### config.mk
export PLATFORM = sky130hd
export DESIGN_NAME = accel_rate_and_irq_control
export DESIGN_NICKNAME = d
export VERILOG_FILES = /design/src/verilog/serial_target.v /design/src/verilog/accel_rate_and_irq_control.v
export VERILOG_INCLUDE_DIRS = /design/src /design/src/verilog
export SDC_FILE = /design/constraint.sdc
export NUM_CORES = 1
export LEC_CHECK = 0
export BUFFER_PORTS_ARGS = -buffer_cell sky130_fd_sc_hd__clkbuf_2
export CORE_AREA = 10 10 215 217
export DETAILED_ROUTE_END_ITERATION = 10
export DIE_AREA = 0 0 225 227
export PLACE_DENSITY = 0.53
export REMOVE_ABC_BUFFERS = 1
export SLEW_MARGIN = 5
export SYNTH_ARGS = -nofsm -noshare
export SYNTH_HDL_FRONTEND = slang
export SYNTH_SLANG_ARGS = --single-unit
### constraint.sdc
create_clock -name clk -period 8.28 [get_ports clk]
set_input_delay 0 -clock clk [delete_from_list [all_inputs] [get_ports clk]]
set_output_delay 0 -clock clk [all_outputs]
set_load 0.03 [all_outputs]
### src/verilog/accel_defines.vh
// register map, field positions, reset values and timing figures for the motion sensor control slice
`ifndef ACCEL_DEFINES_VH
`define ACCEL_DEFINES_VH

// ==========================================
// register offsets
`define REG_X_SAMPLE 8'h00
`define REG_Y_SAMPLE 8'h01
`define REG_Z_SAMPLE 8'h02
`define REG_TILT 8'h03
`define REG_RATE_STATUS 8'h04
`define REG_SLEEP_COUNT 8'h05
`define REG_INT_SETUP 8'h06
`define REG_MODE 8'h07
`define REG_SAMPLE_RATE 8'h08
`define REG_TAP_CONFIG 8'h09

// ==========================================
// reset values
`define RST_BYTE 8'h00
`define RST_SAMPLE 6'h00

// ==========================================
// mode register fields
`define MODE_ACTIVE_BIT 0
`define MODE_TEST_BIT 2
`define MODE_AUTO_WAKE_BIT 3
`define MODE_AUTO_SLEEP_BIT 4
`define MODE_PRESCALE_BIT 5
`define MODE_DRIVE_BIT 6
`define MODE_POLARITY_BIT 7

// ==========================================
// sample rate register fields
`define SR_RUN_LSB 0
`define SR_RUN_MSB 2
`define SR_WAKE_LSB 3
`define SR_WAKE_MSB 4
`define SR_DEBOUNCE_LSB 5
`define SR_DEBOUNCE_MSB 7

// ==========================================
// interrupt setup fields
`define INT_TAP_BIT 2
`define INT_SLEEP_EXIT_BIT 3
`define INT_UPDATE_BIT 4

// ==========================================
// run rate encodings
`define RUN_TAP_FASTEST 3'h0
`define RUN_SIXTY_FOUR 3'h1
`define RUN_THIRTY_TWO 3'h2
`define RUN_SIXTEEN 3'h3

// ==========================================
// timing: figures in ns, counts at the clock rate
`define CLK_MHZ 20
`define RATE0_TIME_NS 8360000
`define RATE1_TIME_NS 15625000
`define RATE2_TIME_NS 31250000
`define RATE3_TIME_NS 62500000
`define WAKE_TIME_NS 31250000
`define TAP_TIME_NS 260000
// the figures above in clock cycles, sized to the counters that hold them
`define RATE0_CYC 21'h28d20
`define RATE1_CYC 21'h4c4b4
`define RATE2_CYC 21'h98968
`define RATE3_CYC 21'h1312d0
`define WAKE_CYC 21'h98968
`define TAP_CYC 13'h1450
`define AVG_COUNT 32
`define AVG_SHIFT 5
`define PRESCALE_LAST 4'hf

// ==========================================
// serial bus target
`define TARGET_ADDR 7'h2a

`endif

### src/verilog/serial_target.v
// two-wire serial bus target with register pointer and address-acknowledge strobe
`timescale 1ns/1ps
`include "accel_defines.vh"

module serial_target #(
   parameter [6:0] DEV_ADDR = `TARGET_ADDR // arbitrary value
) (
   input wire clk,
   input wire rst,
   input wire scl_in,
   input wire sda_in,
   output wire sda_out,
   output reg sda_oe,
   output reg addr_hit,
   output reg wr_stb,
   output reg rd_stb,
   output reg [7:0] reg_addr,
   output reg [7:0] wr_data,
   input wire [7:0] rd_data
);
   localparam [6:0] S_IDLE = 7'h01;
   localparam [6:0] S_ADDR = 7'h02;
   localparam [6:0] S_AACK = 7'h04;
   localparam [6:0] S_WR = 7'h08;
   localparam [6:0] S_WACK = 7'h10;
   localparam [6:0] S_RD = 7'h20;
   localparam [6:0] S_RACK = 7'h40;

   reg [6:0] state_r;
   reg scl_q;
   reg sda_q;
   reg [3:0] cnt_r;
   reg [7:0] shift_r;
   reg rw_r;
   reg first_r;
   reg more_r;
   reg wrote_r;
   wire scl_rise = scl_in & ~scl_q;
   wire scl_fall = ~scl_in & scl_q;
   wire start_c = scl_in & scl_q & sda_q & ~sda_in;
   wire stop_c = scl_in & scl_q & ~sda_q & sda_in;

   // open drain: only ever pulls low
   assign sda_out = 1'b0;

   always @(posedge clk or posedge rst) begin
      if (rst) begin
         state_r <= S_IDLE;
         scl_q <= 1'b1;
         sda_q <= 1'b1;
         cnt_r <= 4'h0;
         shift_r <= 8'h00;
         rw_r <= 1'b0;
         first_r <= 1'b0;
         more_r <= 1'b0;
         wrote_r <= 1'b0;
         sda_oe <= 1'b0;
         addr_hit <= 1'b0;
         wr_stb <= 1'b0;
         rd_stb <= 1'b0;
         reg_addr <= 8'h00;
         wr_data <= 8'h00;
      end else begin
         scl_q <= scl_in;
         sda_q <= sda_in;
         addr_hit <= 1'b0;
         wr_stb <= 1'b0;
         rd_stb <= 1'b0;
         if (start_c) begin
            state_r <= S_ADDR;
            cnt_r <= 4'h0;
            sda_oe <= 1'b0;
         end else if (stop_c) begin
            state_r <= S_IDLE;
            sda_oe <= 1'b0;
         end else begin
            case (state_r)
               S_ADDR: begin
                  if (scl_rise) begin
                     shift_r <= {shift_r[6:0], sda_in};
                     cnt_r <= cnt_r + 4'h1;
                  end else if (scl_fall && cnt_r == 4'h8) begin
                     if (shift_r[7:1] == DEV_ADDR) begin
                        // acknowledge slot of our own address
                        state_r <= S_AACK;
                        sda_oe <= 1'b1;
                        addr_hit <= 1'b1;
                        rw_r <= shift_r[0];
                        first_r <= ~shift_r[0];
                     end else begin
                        state_r <= S_IDLE;
                     end
                  end
               end
               S_AACK: begin
                  if (scl_fall) begin
                     cnt_r <= 4'h0;
                     if (rw_r) begin
                        state_r <= S_RD;
                        shift_r <= rd_data;
                        rd_stb <= 1'b1;
                        sda_oe <= ~rd_data[7];
                        cnt_r <= 4'h1;
                     end else begin
                        state_r <= S_WR;
                        sda_oe <= 1'b0;
                     end
                  end
               end
               S_WR: begin
                  if (scl_rise) begin
                     shift_r <= {shift_r[6:0], sda_in};
                     cnt_r <= cnt_r + 4'h1;
                  end else if (scl_fall && cnt_r == 4'h8) begin
                     state_r <= S_WACK;
                     sda_oe <= 1'b1;
                     first_r <= 1'b0;
                     // data bytes only; a pointer byte never advances itself
                     wrote_r <= ~first_r;
                     if (first_r) begin
                        reg_addr <= shift_r;
                     end else begin
                        wr_data <= shift_r;
                        wr_stb <= 1'b1;
                     end
                  end
               end
               S_WACK: begin
                  // pointer advances after the write strobe has been seen
                  if (scl_fall) begin
                     state_r <= S_WR;
                     sda_oe <= 1'b0;
                     cnt_r <= 4'h0;
                     if (wrote_r) begin
                        reg_addr <= reg_addr + 8'h01;
                     end
                  end
               end
               S_RD: begin
                  if (scl_fall) begin
                     if (cnt_r == 4'h8) begin
                        state_r <= S_RACK;
                        sda_oe <= 1'b0;
                        reg_addr <= reg_addr + 8'h01;
                     end else begin
                        shift_r <= {shift_r[6:0], 1'b0};
                        sda_oe <= ~shift_r[6];
                        cnt_r <= cnt_r + 4'h1;
                     end
                  end
               end
               S_RACK: begin
                  if (scl_rise) begin
                     more_r <= ~sda_in;
                  end else if (scl_fall) begin
                     if (more_r) begin
                        state_r <= S_RD;
                        shift_r <= rd_data;
                        rd_stb <= 1'b1;
                        sda_oe <= ~rd_data[7];
                        cnt_r <= 4'h1;
                     end else begin
                        state_r <= S_IDLE;
                     end
                  end
               end
               default: begin
                  state_r <= S_IDLE;
                  sda_oe <= 1'b0;
               end
            endcase
         end
      end
   end
endmodule

### src/verilog/accel_rate_and_irq_control.v
// motion sensor control slice: registers, sample timing, auto-wake/sleep, tap detection and event pin
`timescale 1ns/1ps
`include "accel_defines.vh"

module accel_rate_and_irq_control #(
   parameter [20:0] RATE0_CYC = `RATE0_CYC,
   parameter [20:0] RATE1_CYC = `RATE1_CYC,
   parameter [20:0] RATE2_CYC = `RATE2_CYC,
   parameter [20:0] RATE3_CYC = `RATE3_CYC,
   parameter [20:0] WAKE_CYC = `WAKE_CYC,
   parameter [12:0] TAP_CYC = `TAP_CYC
) (
   input wire clk,
   input wire rst,
   input wire scl_in,
   input wire sda_in,
   output wire sda_out,
   output wire sda_oe,
   output reg int_out,
   output reg int_oe,
   input wire [5:0] ax_in,
   input wire [5:0] ay_in,
   input wire [5:0] az_in
);
   localparam [2:0] ST_STBY = 3'b001;
   localparam [2:0] ST_RUN = 3'b010;
   localparam [2:0] ST_WAKE = 3'b100;

   // ==========================================
   // serial bus access
   wire addr_hit;
   wire wr_stb;
   wire rd_stb;
   wire [7:0] reg_addr;
   wire [7:0] wr_data;
   reg [7:0] rd_data;

   serial_target u_target (
      .clk(clk),
      .rst(rst),
      .scl_in(scl_in),
      .sda_in(sda_in),
      .sda_out(sda_out),
      .sda_oe(sda_oe),
      .addr_hit(addr_hit),
      .wr_stb(wr_stb),
      .rd_stb(rd_stb),
      .reg_addr(reg_addr),
      .wr_data(wr_data),
      .rd_data(rd_data)
   );

   // ==========================================
   // registers
   reg [7:0] mode_r;
   reg [7:0] sample_rate_config_r;
   reg [7:0] sleep_count_limit_r;
   reg [7:0] int_setup_r;
   reg [4:0] tap_delta_threshold_r;
   reg [17:0] sample_r;
   reg [2:0] state_r;
   reg irq_r;

   wire int_output_drive_sel = mode_r[`MODE_DRIVE_BIT];
   wire int_polarity_sel = mode_r[`MODE_POLARITY_BIT];
   wire auto_wake_en = mode_r[`MODE_AUTO_WAKE_BIT];
   wire auto_sleep_en = mode_r[`MODE_AUTO_SLEEP_BIT];
   wire sleep_prescale_sel = mode_r[`MODE_PRESCALE_BIT];
   wire [2:0] run_rate_sel = sample_rate_config_r[`SR_RUN_MSB:`SR_RUN_LSB];
   wire standby = (state_r == ST_STBY);
   wire mode_wr = wr_stb && reg_addr == `REG_MODE;
   // other registers only change while in standby
   wire cfg_wr = wr_stb && standby;
   wire sleep_reset = mode_wr || (rd_stb && reg_addr == `REG_MODE) || (cfg_wr && reg_addr == `REG_SLEEP_COUNT);

   always @* begin
      if (reg_addr == `REG_X_SAMPLE) begin
         rd_data = {2'b00, sample_r[5:0]};
      end else if (reg_addr == `REG_Y_SAMPLE) begin
         rd_data = {2'b00, sample_r[11:6]};
      end else if (reg_addr == `REG_Z_SAMPLE) begin
         rd_data = {2'b00, sample_r[17:12]};
      end else if (reg_addr == `REG_RATE_STATUS) begin
         rd_data = {6'h00, state_r == ST_WAKE, state_r == ST_RUN};
      end else if (reg_addr == `REG_SLEEP_COUNT) begin
         rd_data = sleep_count_limit_r;
      end else if (reg_addr == `REG_INT_SETUP) begin
         rd_data = int_setup_r;
      end else if (reg_addr == `REG_MODE) begin
         rd_data = mode_r;
      end else if (reg_addr == `REG_SAMPLE_RATE) begin
         rd_data = sample_rate_config_r;
      end else if (reg_addr == `REG_TAP_CONFIG) begin
         rd_data = {3'h0, tap_delta_threshold_r};
      end else begin
         rd_data = 8'h00;
      end
   end

   always @(posedge clk or posedge rst) begin
      if (rst) begin
         mode_r <= `RST_BYTE;
         sample_rate_config_r <= `RST_BYTE;
         sleep_count_limit_r <= `RST_BYTE;
         int_setup_r <= `RST_BYTE;
         tap_delta_threshold_r <= 5'h00;
      end else begin
         if (mode_wr) begin
            // active and test may only be entered from standby
            mode_r <= {wr_data[7:3], wr_data[2] & ~mode_r[0] & ~wr_data[0], 1'b0, wr_data[0] & ~mode_r[2]};
         end
         if (cfg_wr && reg_addr == `REG_SAMPLE_RATE) begin
            sample_rate_config_r <= wr_data;
         end
         if (cfg_wr && reg_addr == `REG_SLEEP_COUNT) begin
            sleep_count_limit_r <= wr_data;
         end
         if (cfg_wr && reg_addr == `REG_INT_SETUP) begin
            int_setup_r <= wr_data;
         end
         if (cfg_wr && reg_addr == `REG_TAP_CONFIG) begin
            tap_delta_threshold_r <= wr_data[4:0];
         end
      end
   end

   // ==========================================
   // sample timing: 32 evenly spaced measurements per update
   reg [20:0] period;
   reg [20:0] sub_cnt_r;
   reg [4:0] meas_cnt_r;
   wire [20:0] sub_period = period >> `AVG_SHIFT;
   wire measuring = (state_r == ST_RUN || state_r == ST_WAKE) && !mode_r[`MODE_TEST_BIT];
   wire sub_tick = measuring && sub_cnt_r == sub_period - 21'h1;
   wire upd = sub_tick && meas_cnt_r == 5'h1f;

   always @* begin
      if (state_r == ST_WAKE) begin
         period = WAKE_CYC;
      end else if (run_rate_sel == `RUN_TAP_FASTEST) begin
         period = RATE0_CYC;
      end else if (run_rate_sel == `RUN_SIXTY_FOUR) begin
         period = RATE1_CYC;
      end else if (run_rate_sel == `RUN_THIRTY_TWO) begin
         period = RATE2_CYC;
      end else begin
         period = RATE3_CYC;
      end
   end

   always @(posedge clk or posedge rst) begin
      if (rst) begin
         sub_cnt_r <= 21'h0;
         meas_cnt_r <= 5'h0;
      end else if (!measuring || mode_wr) begin
         sub_cnt_r <= 21'h0;
         meas_cnt_r <= 5'h0;
      end else if (sub_tick) begin
         sub_cnt_r <= 21'h0;
         meas_cnt_r <= meas_cnt_r + 5'h1;
      end else begin
         sub_cnt_r <= sub_cnt_r + 21'h1;
      end
   end

   // ==========================================
   // per-axis averaging and tap filters
   wire [17:0] axes_in = {az_in, ay_in, ax_in};
   reg [12:0] tap_cnt_r;
   wire tap_en = state_r == ST_RUN && run_rate_sel == `RUN_TAP_FASTEST && measuring;
   wire tap_tick = tap_en && tap_cnt_r == TAP_CYC - 13'h1;
   wire [2:0] over;
   reg tap_seen_r;
   wire tap_hit = (|over) && !tap_seen_r;

   always @(posedge clk or posedge rst) begin
      if (rst) begin
         tap_cnt_r <= 13'h0;
         tap_seen_r <= 1'b0;
      end else begin
         tap_cnt_r <= (!tap_en || tap_tick) ? 13'h0 : tap_cnt_r + 13'h1;
         if (tap_tick || !tap_en) begin
            tap_seen_r <= tap_en && (|over);
         end
      end
   end

   genvar i;
   generate
      for (i = 0; i < 3; i = i + 1) begin : g_axis
         reg [10:0] acc_r;
         reg [5:0] last_r;
         reg [5:0] fast_r;
         reg [8:0] slow_r;
         wire [5:0] cur = axes_in[i*6 +: 6];
         wire [6:0] pair = {1'b0, cur} + {1'b0, last_r};
         wire [5:0] slow_v = slow_r[8:3];
         wire [5:0] diff = (fast_r > slow_v) ? fast_r - slow_v : slow_v - fast_r;
         wire [10:0] acc_sum = acc_r + {5'h00, cur};
         assign over[i] = tap_en && diff > {1'b0, tap_delta_threshold_r};
         always @(posedge clk or posedge rst) begin
            if (rst) begin
               acc_r <= 11'h0;
               last_r <= 6'h0;
               fast_r <= 6'h0;
               slow_r <= 9'h0;
               sample_r[i*6 +: 6] <= `RST_SAMPLE;
            end else begin
               if (mode_wr) begin
                  sample_r[i*6 +: 6] <= `RST_SAMPLE;
                  acc_r <= 11'h0;
               end else if (upd) begin
                  sample_r[i*6 +: 6] <= acc_sum[10:5];
                  acc_r <= 11'h0;
               end else if (sub_tick) begin
                  acc_r <= acc_sum;
               end
               if (tap_tick) begin
                  // fast: current and last; slow: one-eighth weight leaky average
                  last_r <= cur;
                  fast_r <= pair[6:1];
                  slow_r <= slow_r - {3'h0, slow_v} + {3'h0, cur};
               end
            end
         end
      end
   endgenerate

   // ==========================================
   // auto-wake / auto-sleep state and sleep counter
   reg [3:0] pre_cnt_r;
   reg [7:0] sleep_cnt_r;
   wire sleep_tick = upd && state_r == ST_RUN && auto_sleep_en &&
                     (!sleep_prescale_sel || pre_cnt_r == `PRESCALE_LAST);
   wire [7:0] sleep_cnt_inc = sleep_cnt_r + 8'h01;
   wire sleep_exit = sleep_tick && sleep_cnt_inc == sleep_count_limit_r;
   wire int_event = (int_setup_r[`INT_UPDATE_BIT] && upd) || (int_setup_r[`INT_TAP_BIT] && tap_hit) ||
                    (int_setup_r[`INT_SLEEP_EXIT_BIT] && sleep_exit);

   always @(posedge clk or posedge rst) begin
      if (rst) begin
         state_r <= ST_STBY;
         pre_cnt_r <= 4'h0;
         sleep_cnt_r <= 8'h00;
      end else begin
         if (sleep_reset || state_r != ST_RUN || int_event) begin
            pre_cnt_r <= 4'h0;
            sleep_cnt_r <= 8'h00;
         end else if (upd && auto_sleep_en) begin
            pre_cnt_r <= pre_cnt_r + 4'h1;
            if (sleep_tick) begin
               sleep_cnt_r <= sleep_exit ? 8'h00 : sleep_cnt_inc;
            end
         end
         case (state_r)
            ST_STBY: begin
               if (mode_r[`MODE_ACTIVE_BIT]) begin
                  state_r <= (auto_wake_en && !auto_sleep_en) ? ST_WAKE : ST_RUN;
               end
            end
            ST_RUN: begin
               if (!mode_r[`MODE_ACTIVE_BIT]) begin
                  state_r <= ST_STBY;
               end else if (auto_wake_en && !auto_sleep_en) begin
                  state_r <= ST_WAKE;
               end else if (sleep_exit) begin
                  state_r <= ST_WAKE;
               end
            end
            ST_WAKE: begin
               if (!mode_r[`MODE_ACTIVE_BIT]) begin
                  state_r <= ST_STBY;
               end else if (!auto_wake_en && !auto_sleep_en) begin
                  state_r <= ST_RUN;
               end else if (auto_sleep_en && int_event) begin
                  state_r <= ST_RUN;
               end
            end
            default: begin
               state_r <= ST_STBY;
            end
         endcase
      end
   end

   // ==========================================
   // event pin: a new event wins over a release in the same cycle
   wire level = int_polarity_sel ? irq_r : ~irq_r;

   always @(posedge clk or posedge rst) begin
      if (rst) begin
         irq_r <= 1'b0;
         int_out <= 1'b0;
         int_oe <= 1'b0;
      end else begin
         if (int_event) begin
            irq_r <= 1'b1;
         end else if (addr_hit) begin
            irq_r <= 1'b0;
         end
         // open-drain only ever pulls low; the line floats high otherwise
         int_out <= int_output_drive_sel ? level : 1'b0;
         int_oe <= int_output_drive_sel ? 1'b1 : ~level;
      end
   end
endmodule

# After elaboration in Yosys (flattened, before gate mapping)
# Index checks and enable logic that the tools add are counted.
# totals
ff_bits	253
in_bits	22
output_inout_bits	4
word_cells	387
# op_classes
add_sub_neg	26
order_cmp	6
eq_ne	68
n_mux	143
bitwise_logic	26
n_reduce_logical	73
# ops
cell	count
$mux 8	27
$mux 21	6
$mux 11	9
$mux 7	12
$mux 6	11
$mux 4	12
$mux 1	45
$pmux 7 s6	1
$ne 4x1->1 const B	9
$sub 6x6->6	6
$add 11x6->11	3
$eq 8x3->1 const B	4
$pmux 8 s4	1
$logic_and 1x1->1	30
$reduce_and 10->1	3
$ne 2x1->1 const B	14
$add 9x6->9	3
$mux 3	9
$sub 9x6->9	3
$pmux 8 s3	1
$reduce_and 11->1	2
$add 21x1->21 const B	1
$add 6x6->7	3
$eq 21x21->1	1
other kinds (54)	126

# Logic depth before layout (Yosys ltp)
# logic_depth
word_depth	20
mapped_depth	20
ltp_nobuf	19

# Cells and area by module
# Synthesis repeated with hierarchy kept, for this count alone.
# unflattened
hier_cells	1824
hier_area_um2	16821.1
# by_module_without_submodules
mod	instances	cells_each	area_each_um2	seq_area_each_um2
accel_rate_and_irq_control	1	1564	14242.4	5206.2
serial_target	1	260	2578.7	1129.8

# Worst setup path after synthesis
# Ideal clock, no wire load.
# synth_timing
kind	register -> register
from	reg g_axis[2].fast_r[0]
to	reg sleep_cnt_r[5]
setup_time_ns	0.077
t_arrival_ns	3.798
t_required_ns	8.203
slack_ns	4.405
stages_incl_launch_ff	20
n_path_buf	1
synth_period_minus_slack_ns	3.875
cell_sequence	dfrtp_1 inv_1 ha_1 inv_1 fa_1 a211oi_1 nor2_1 o31ai_2 mux2i_1 xnor2_1 ha_1 a21o_1 a21oi_1 a21oi_1 nor4b_1 mux2i_1 o31ai_1 nand4_1 buf_2 a21oi_1
# synth_between
elab_chain_cells	12
elab_cells_between_ends	16
classes_between	2 x add/sub; 2 x order compare; 2 x mux; 10 x reduce/logical
# synth_lines
element	line_no	source
start, declared	accel_rate_and_irq_control.v:193	reg [5:0] fast_r;
start signal, assigned	accel_rate_and_irq_control.v:221	fast_r <= pair[6:1];
$sub 6x6->6 / $gt 6x6->1 (equally long branches)	accel_rate_and_irq_control.v:198	wire [5:0] diff = (fast_r > slow_v) ? fast_r - slow_v : slow_v - fast_r;
$mux 6 *	accel_rate_and_irq_control.v:198	
$gt 6x5->1 *	accel_rate_and_irq_control.v:200	assign over[i] = tap_en && diff > {1'b0, tap_delta_threshold_r};
$logic_and 1x1->1 *	accel_rate_and_irq_control.v:200	
$reduce_or 3->1 *	accel_rate_and_irq_control.v:174	wire tap_hit = (|over) && !tap_seen_r;
$logic_and 1x1->1 *	accel_rate_and_irq_control.v:174	
$logic_and 1x1->1 *	accel_rate_and_irq_control.v:237	wire int_event = (int_setup_r[`INT_UPDATE_BIT] && upd) || (int_setup_r[`INT_TAP_BIT] && tap_hit) ||
$logic_or 1x1->1 * (2 in series)	accel_rate_and_irq_control.v:237	
$logic_or 1x1->1 *	accel_rate_and_irq_control.v:246	if (sleep_reset || state_r != ST_RUN || int_event) begin
$reduce_bool 2->1 (no line)	--	
$reduce_and 2->1 (no line)	--	
end signal, assigned	accel_rate_and_irq_control.v:252	sleep_cnt_r <= sleep_exit ? 8'h00 : sleep_cnt_inc;
end, declared	accel_rate_and_irq_control.v:232	reg [7:0] sleep_cnt_r;
# Every way passes the cells marked *; elsewhere a longest branch is shown, timed or not.
# A chain may end at the register's enable or synchronous reset.

# Final worst setup path
# layout_timing
from	reg g_axis[2].fast_r[0]
to	reg sleep_cnt_r[4]
# Same word-level chain as after synthesis.

==> reports/metrics.cfg <==
[status]
status=finished clean

[synth]
synth_area_per_cell_um2=9.12
synth.area.top_cells=dfrtp_1, ha_1, nand2_1
synth-edff-count=0
syn-instance-count=1820
ys_types=77
synth_top_area_share_pct=37.5
ys_seq_area_share_pct=38.2
synth_seq_cells=253
syn-cell-area_um2=16600
synth_ff_type=dfrtp_1
yosysWarningCount=0
yosysTopAreaCell=dfrtp_1
ys_async_sr_fraction_pct=100

[floorplan]
ios=26
die_w_um=225
die_area_um2=51100
die_y_um=227
start_util_pct=39.7
core-area_um2=41800
rows=75

[critical_path]
crit_path_start_kind=flip-flop
critPathCaptureType=flip-flop
worstPathArrival_ps=5470
startpoint=g_axis[2].fast_r[0]$_DFFE_PP0P_
reg2reg_from=g_axis[2].fast_r[0]$_DFFE_PP0P_
crit_required_ps=8750
rrSetupSlack_ps=3280
crit_type=reg2reg
cp_max_fo=12

[final_layout]
fin_cells=2392
layout.nets=2003
final_layout_size_suffix_gt1_share_pct=8.36
diodes=0
num-fill-cells=4079
areaGrowthSynthToFinish_pct=11.2

[global_route]
overflow=0
grt_util_all_layers_pct=15.5
grt_pass1_wl_um=65800
grt_antenna_before_repair=0
grt_pass1_vias=12802
grt_max_degree=158

[placed_design]
numPortBuffers=24
dpl.hpwl_um=28200
gp_congestion=0.841
numPlacedInstances=2315

[job]
drv_cap=0

[sta]
rsz0062_at_grt=false
tightest_slew_ps=969
slew_headroom_pct=35.4
period_share_pct=60.4
drv_slew=0
setup_viol=0
tns_ps=0
post-route-min-period_ps=5000
hold_ws_ps=123
skew_ps=22.3
hold_viol=0
max_freq_mhz=200

[clock_tree]
numClockSinks=253
cts_root_buf=clkbuf_16
cts_tree=yes
cts_max_path_buffers=3
clk_pin_slew_ps=60
clkLatencyLatePin_ps=580
cts_setup_buffers=0
cts_made_buffers=31
htree_num_levels=1

[route]
ant_nets=0
viasPerCell=5.37
routed_wl_um=39300
wl_per_cell_um=16.4
drt_iter0_drc=731
drc=0
dr.pass1.iters=4
route.vias.total=12834

[power]
irDropWorstVdd_mv=0.138
p_per_area_nw_per_um2=155
p_leak_nw=8.65

[min_path]
hp-class=in2async

## state kept, by name (all words and copies together) (netlist names), 3 cells and up
| register | cells |
|---|---|
| tap_cnt_r | 13 |
| u_target.cnt_r | 4 |
| sub_cnt_r | 21 |
| sample_r | 18 |
| pre_cnt_r | 4 |
| sleep_cnt_r | 8 |
| g_axis.slow_r | 27 |
| g_axis.acc_r | 33 |
| mode_r | 7 |
| u_target.shift_r | 8 |
| u_target.state_r | 7 |
| u_target.wr_data | 8 |
| g_axis.fast_r | 18 |
| sleep_count_limit_r | 8 |
| u_target.reg_addr | 8 |
| g_axis.last_r | 18 |
| sample_rate_config_r | 8 |
| state_r | 3 |
| int_setup_r | 8 |
| tap_delta_threshold_r | 5 |
| meas_cnt_r | 5 |
## final timing paths
check,end,cells after the start
max,sleep_cnt_r[4]$_DFFE_PP0P_,18
min,tap_cnt_r[9]$_DFF_PP0_,3
max reg2reg,sleep_cnt_r[4]$_DFFE_PP0P_,18
min reg2reg,tap_cnt_r[0]$_DFF_PP0_,1
max in group asynchronous,g_axis[1].fast_r[4]$_DFFE_PP0P_,4
min in group clk,u_target.scl_q$_DFF_PP1_,2
## through the flow
| step | total power [mW] | setup slack [ps] | area, um2 | util [%] |
|---|---|---|---|---|
| floorplan | 1.41 | 1330 | 16300 | - |
| global placement | 1.46 | 3410 | 17200 | 41.1 |
| detailed placement | 1.46 | 3270 | 17200 | 41.1 |
| CTS | 2.92 | 3280 | 18500 | 44.2 |
| global route | 2.98 | 2840 | 18500 | 44.2 |
| finish | 2.86 | 3280 | 18500 | 44.2 |
## layout by cell type, fill, tap and decap left out, types with 9 or more instances in the layout
cell type	Yosys	final
dfrtp_1	249	249
nand2_1	186	185
inv_1	147	146
nor2_1	133	133
a21oi_1	130	130
o21ai_0	128	128
ha_1	121	121
xnor2_1	72	72
xor2_1	50	50
nand3_1	44	44
mux2_2	44	44
nor3_1	41	41
and3_1	32	31
clkbuf_16	0	31
fa_1	30	30
nor2b_1	24	24
a21o_1	24	24
clkbuf_2	0	24
a211oi_1	22	22
dlygate4sd3_1	0	21
nand4_1	17	17
mux2i_1	15	15
nand2b_1	14	14
and2_1	14	14
o21a_1	13	13
a31oi_1	12	12
o211ai_1	11	11
nand3b_1	11	11
o21bai_1	10	10
nor3b_1	9	9
o22ai_1	9	9
a22oi_1	9	9
a221oi_1	9	9
clkbuf_8	0	9
## layout make-up
cell class                      count  area (um2)  area share (%)
Tap cell                          539         674            3.65
Inverter                          147         559            3.03
Clock inverter                     10         154           0.834
Multi-Input combinational cell   1344        9410            51.0
Timing Repair Buffer               53         403            2.18
Clock buffer                       46         922            4.99
Sequential cell                   253        6340            34.3
## power breakdown
part / internal (mW) / switching (mW) / total, mW
combinational: 0.0729 / 0.109 / 0.182
sequential: 1.25 / 0.0114 / 1.26
clock: 0.886 / 0.538 / 1.42
total: 2.21 / 0.658 / 2.86
## timing repair
action,in CTS,in global routing
hold endpoints to repair,144,0
hold buffers,21,0
gates resized for setup,0,0
## layer usage
layer	global-route usage, %	up-vias	routed length [um]
met5	0	-	0
met1	20.4	6296	18600
met4	3.64	0	649
met2	27.0	125	19100
li1	-	6372	-
met3	1.51	41	972
## synth_stat cells (all sizes together), types with 8 or more instances
library cell,number
and3,32
clkbuf,59
fa,30
mux2,44
a21oi,130
xor2,50
o22ai,9
a32oi,8
nor2,136
inv,147
nand2b,14
a211oi,22
nand4,17
xnor2,72
a22oi,9
o21bai,10
a31oi,12
o21ai,130
o31ai,8
mux2i,15
dfrtp,249
nand3,45
nor2b,24
nand2,186
nor3,42
a221oi,9
nor3b,10
buf,17
nand3b,11
ha,121
o21a,13
a21o,24
o211ai,11
and2,15
## cells by family (layout without fill, tap and decap cells)
group                    count (synthesis)  in the layout  share of synthesized area, %
buffers and inverters                  223            256                          5.19
multiplexers                            59             59                          3.89
other                                    1              1                        0.0226
AO/OA/AOI/OAI                          437            437                          16.6
adder cells (fa/ha/maj)                151            151                          12.7
AND/OR/NAND/NOR                        574            574                          17.0
XOR/XNOR                               122            122                          6.44
flip-flops                             253            253                          38.2
## critical path, stage by stage, from the launching register on
cell and delay (ps):
dfrtp_1 400, inv_1 60, ha_1 160, inv_1 50
fa_1 410, a211oi_1 230, nor2_1 80, o31ai_2 510
mux2i_1 280, xnor2_1 140, ha_1 260, a21o_1 160
a21oi_1 140, a21oi_1 100, nor4b_1 310, mux2i_1 140
o31ai_1 520, nand4_1 610, a21oi_1 300
No activity file was read; power rests on OpenSTA's default activity.
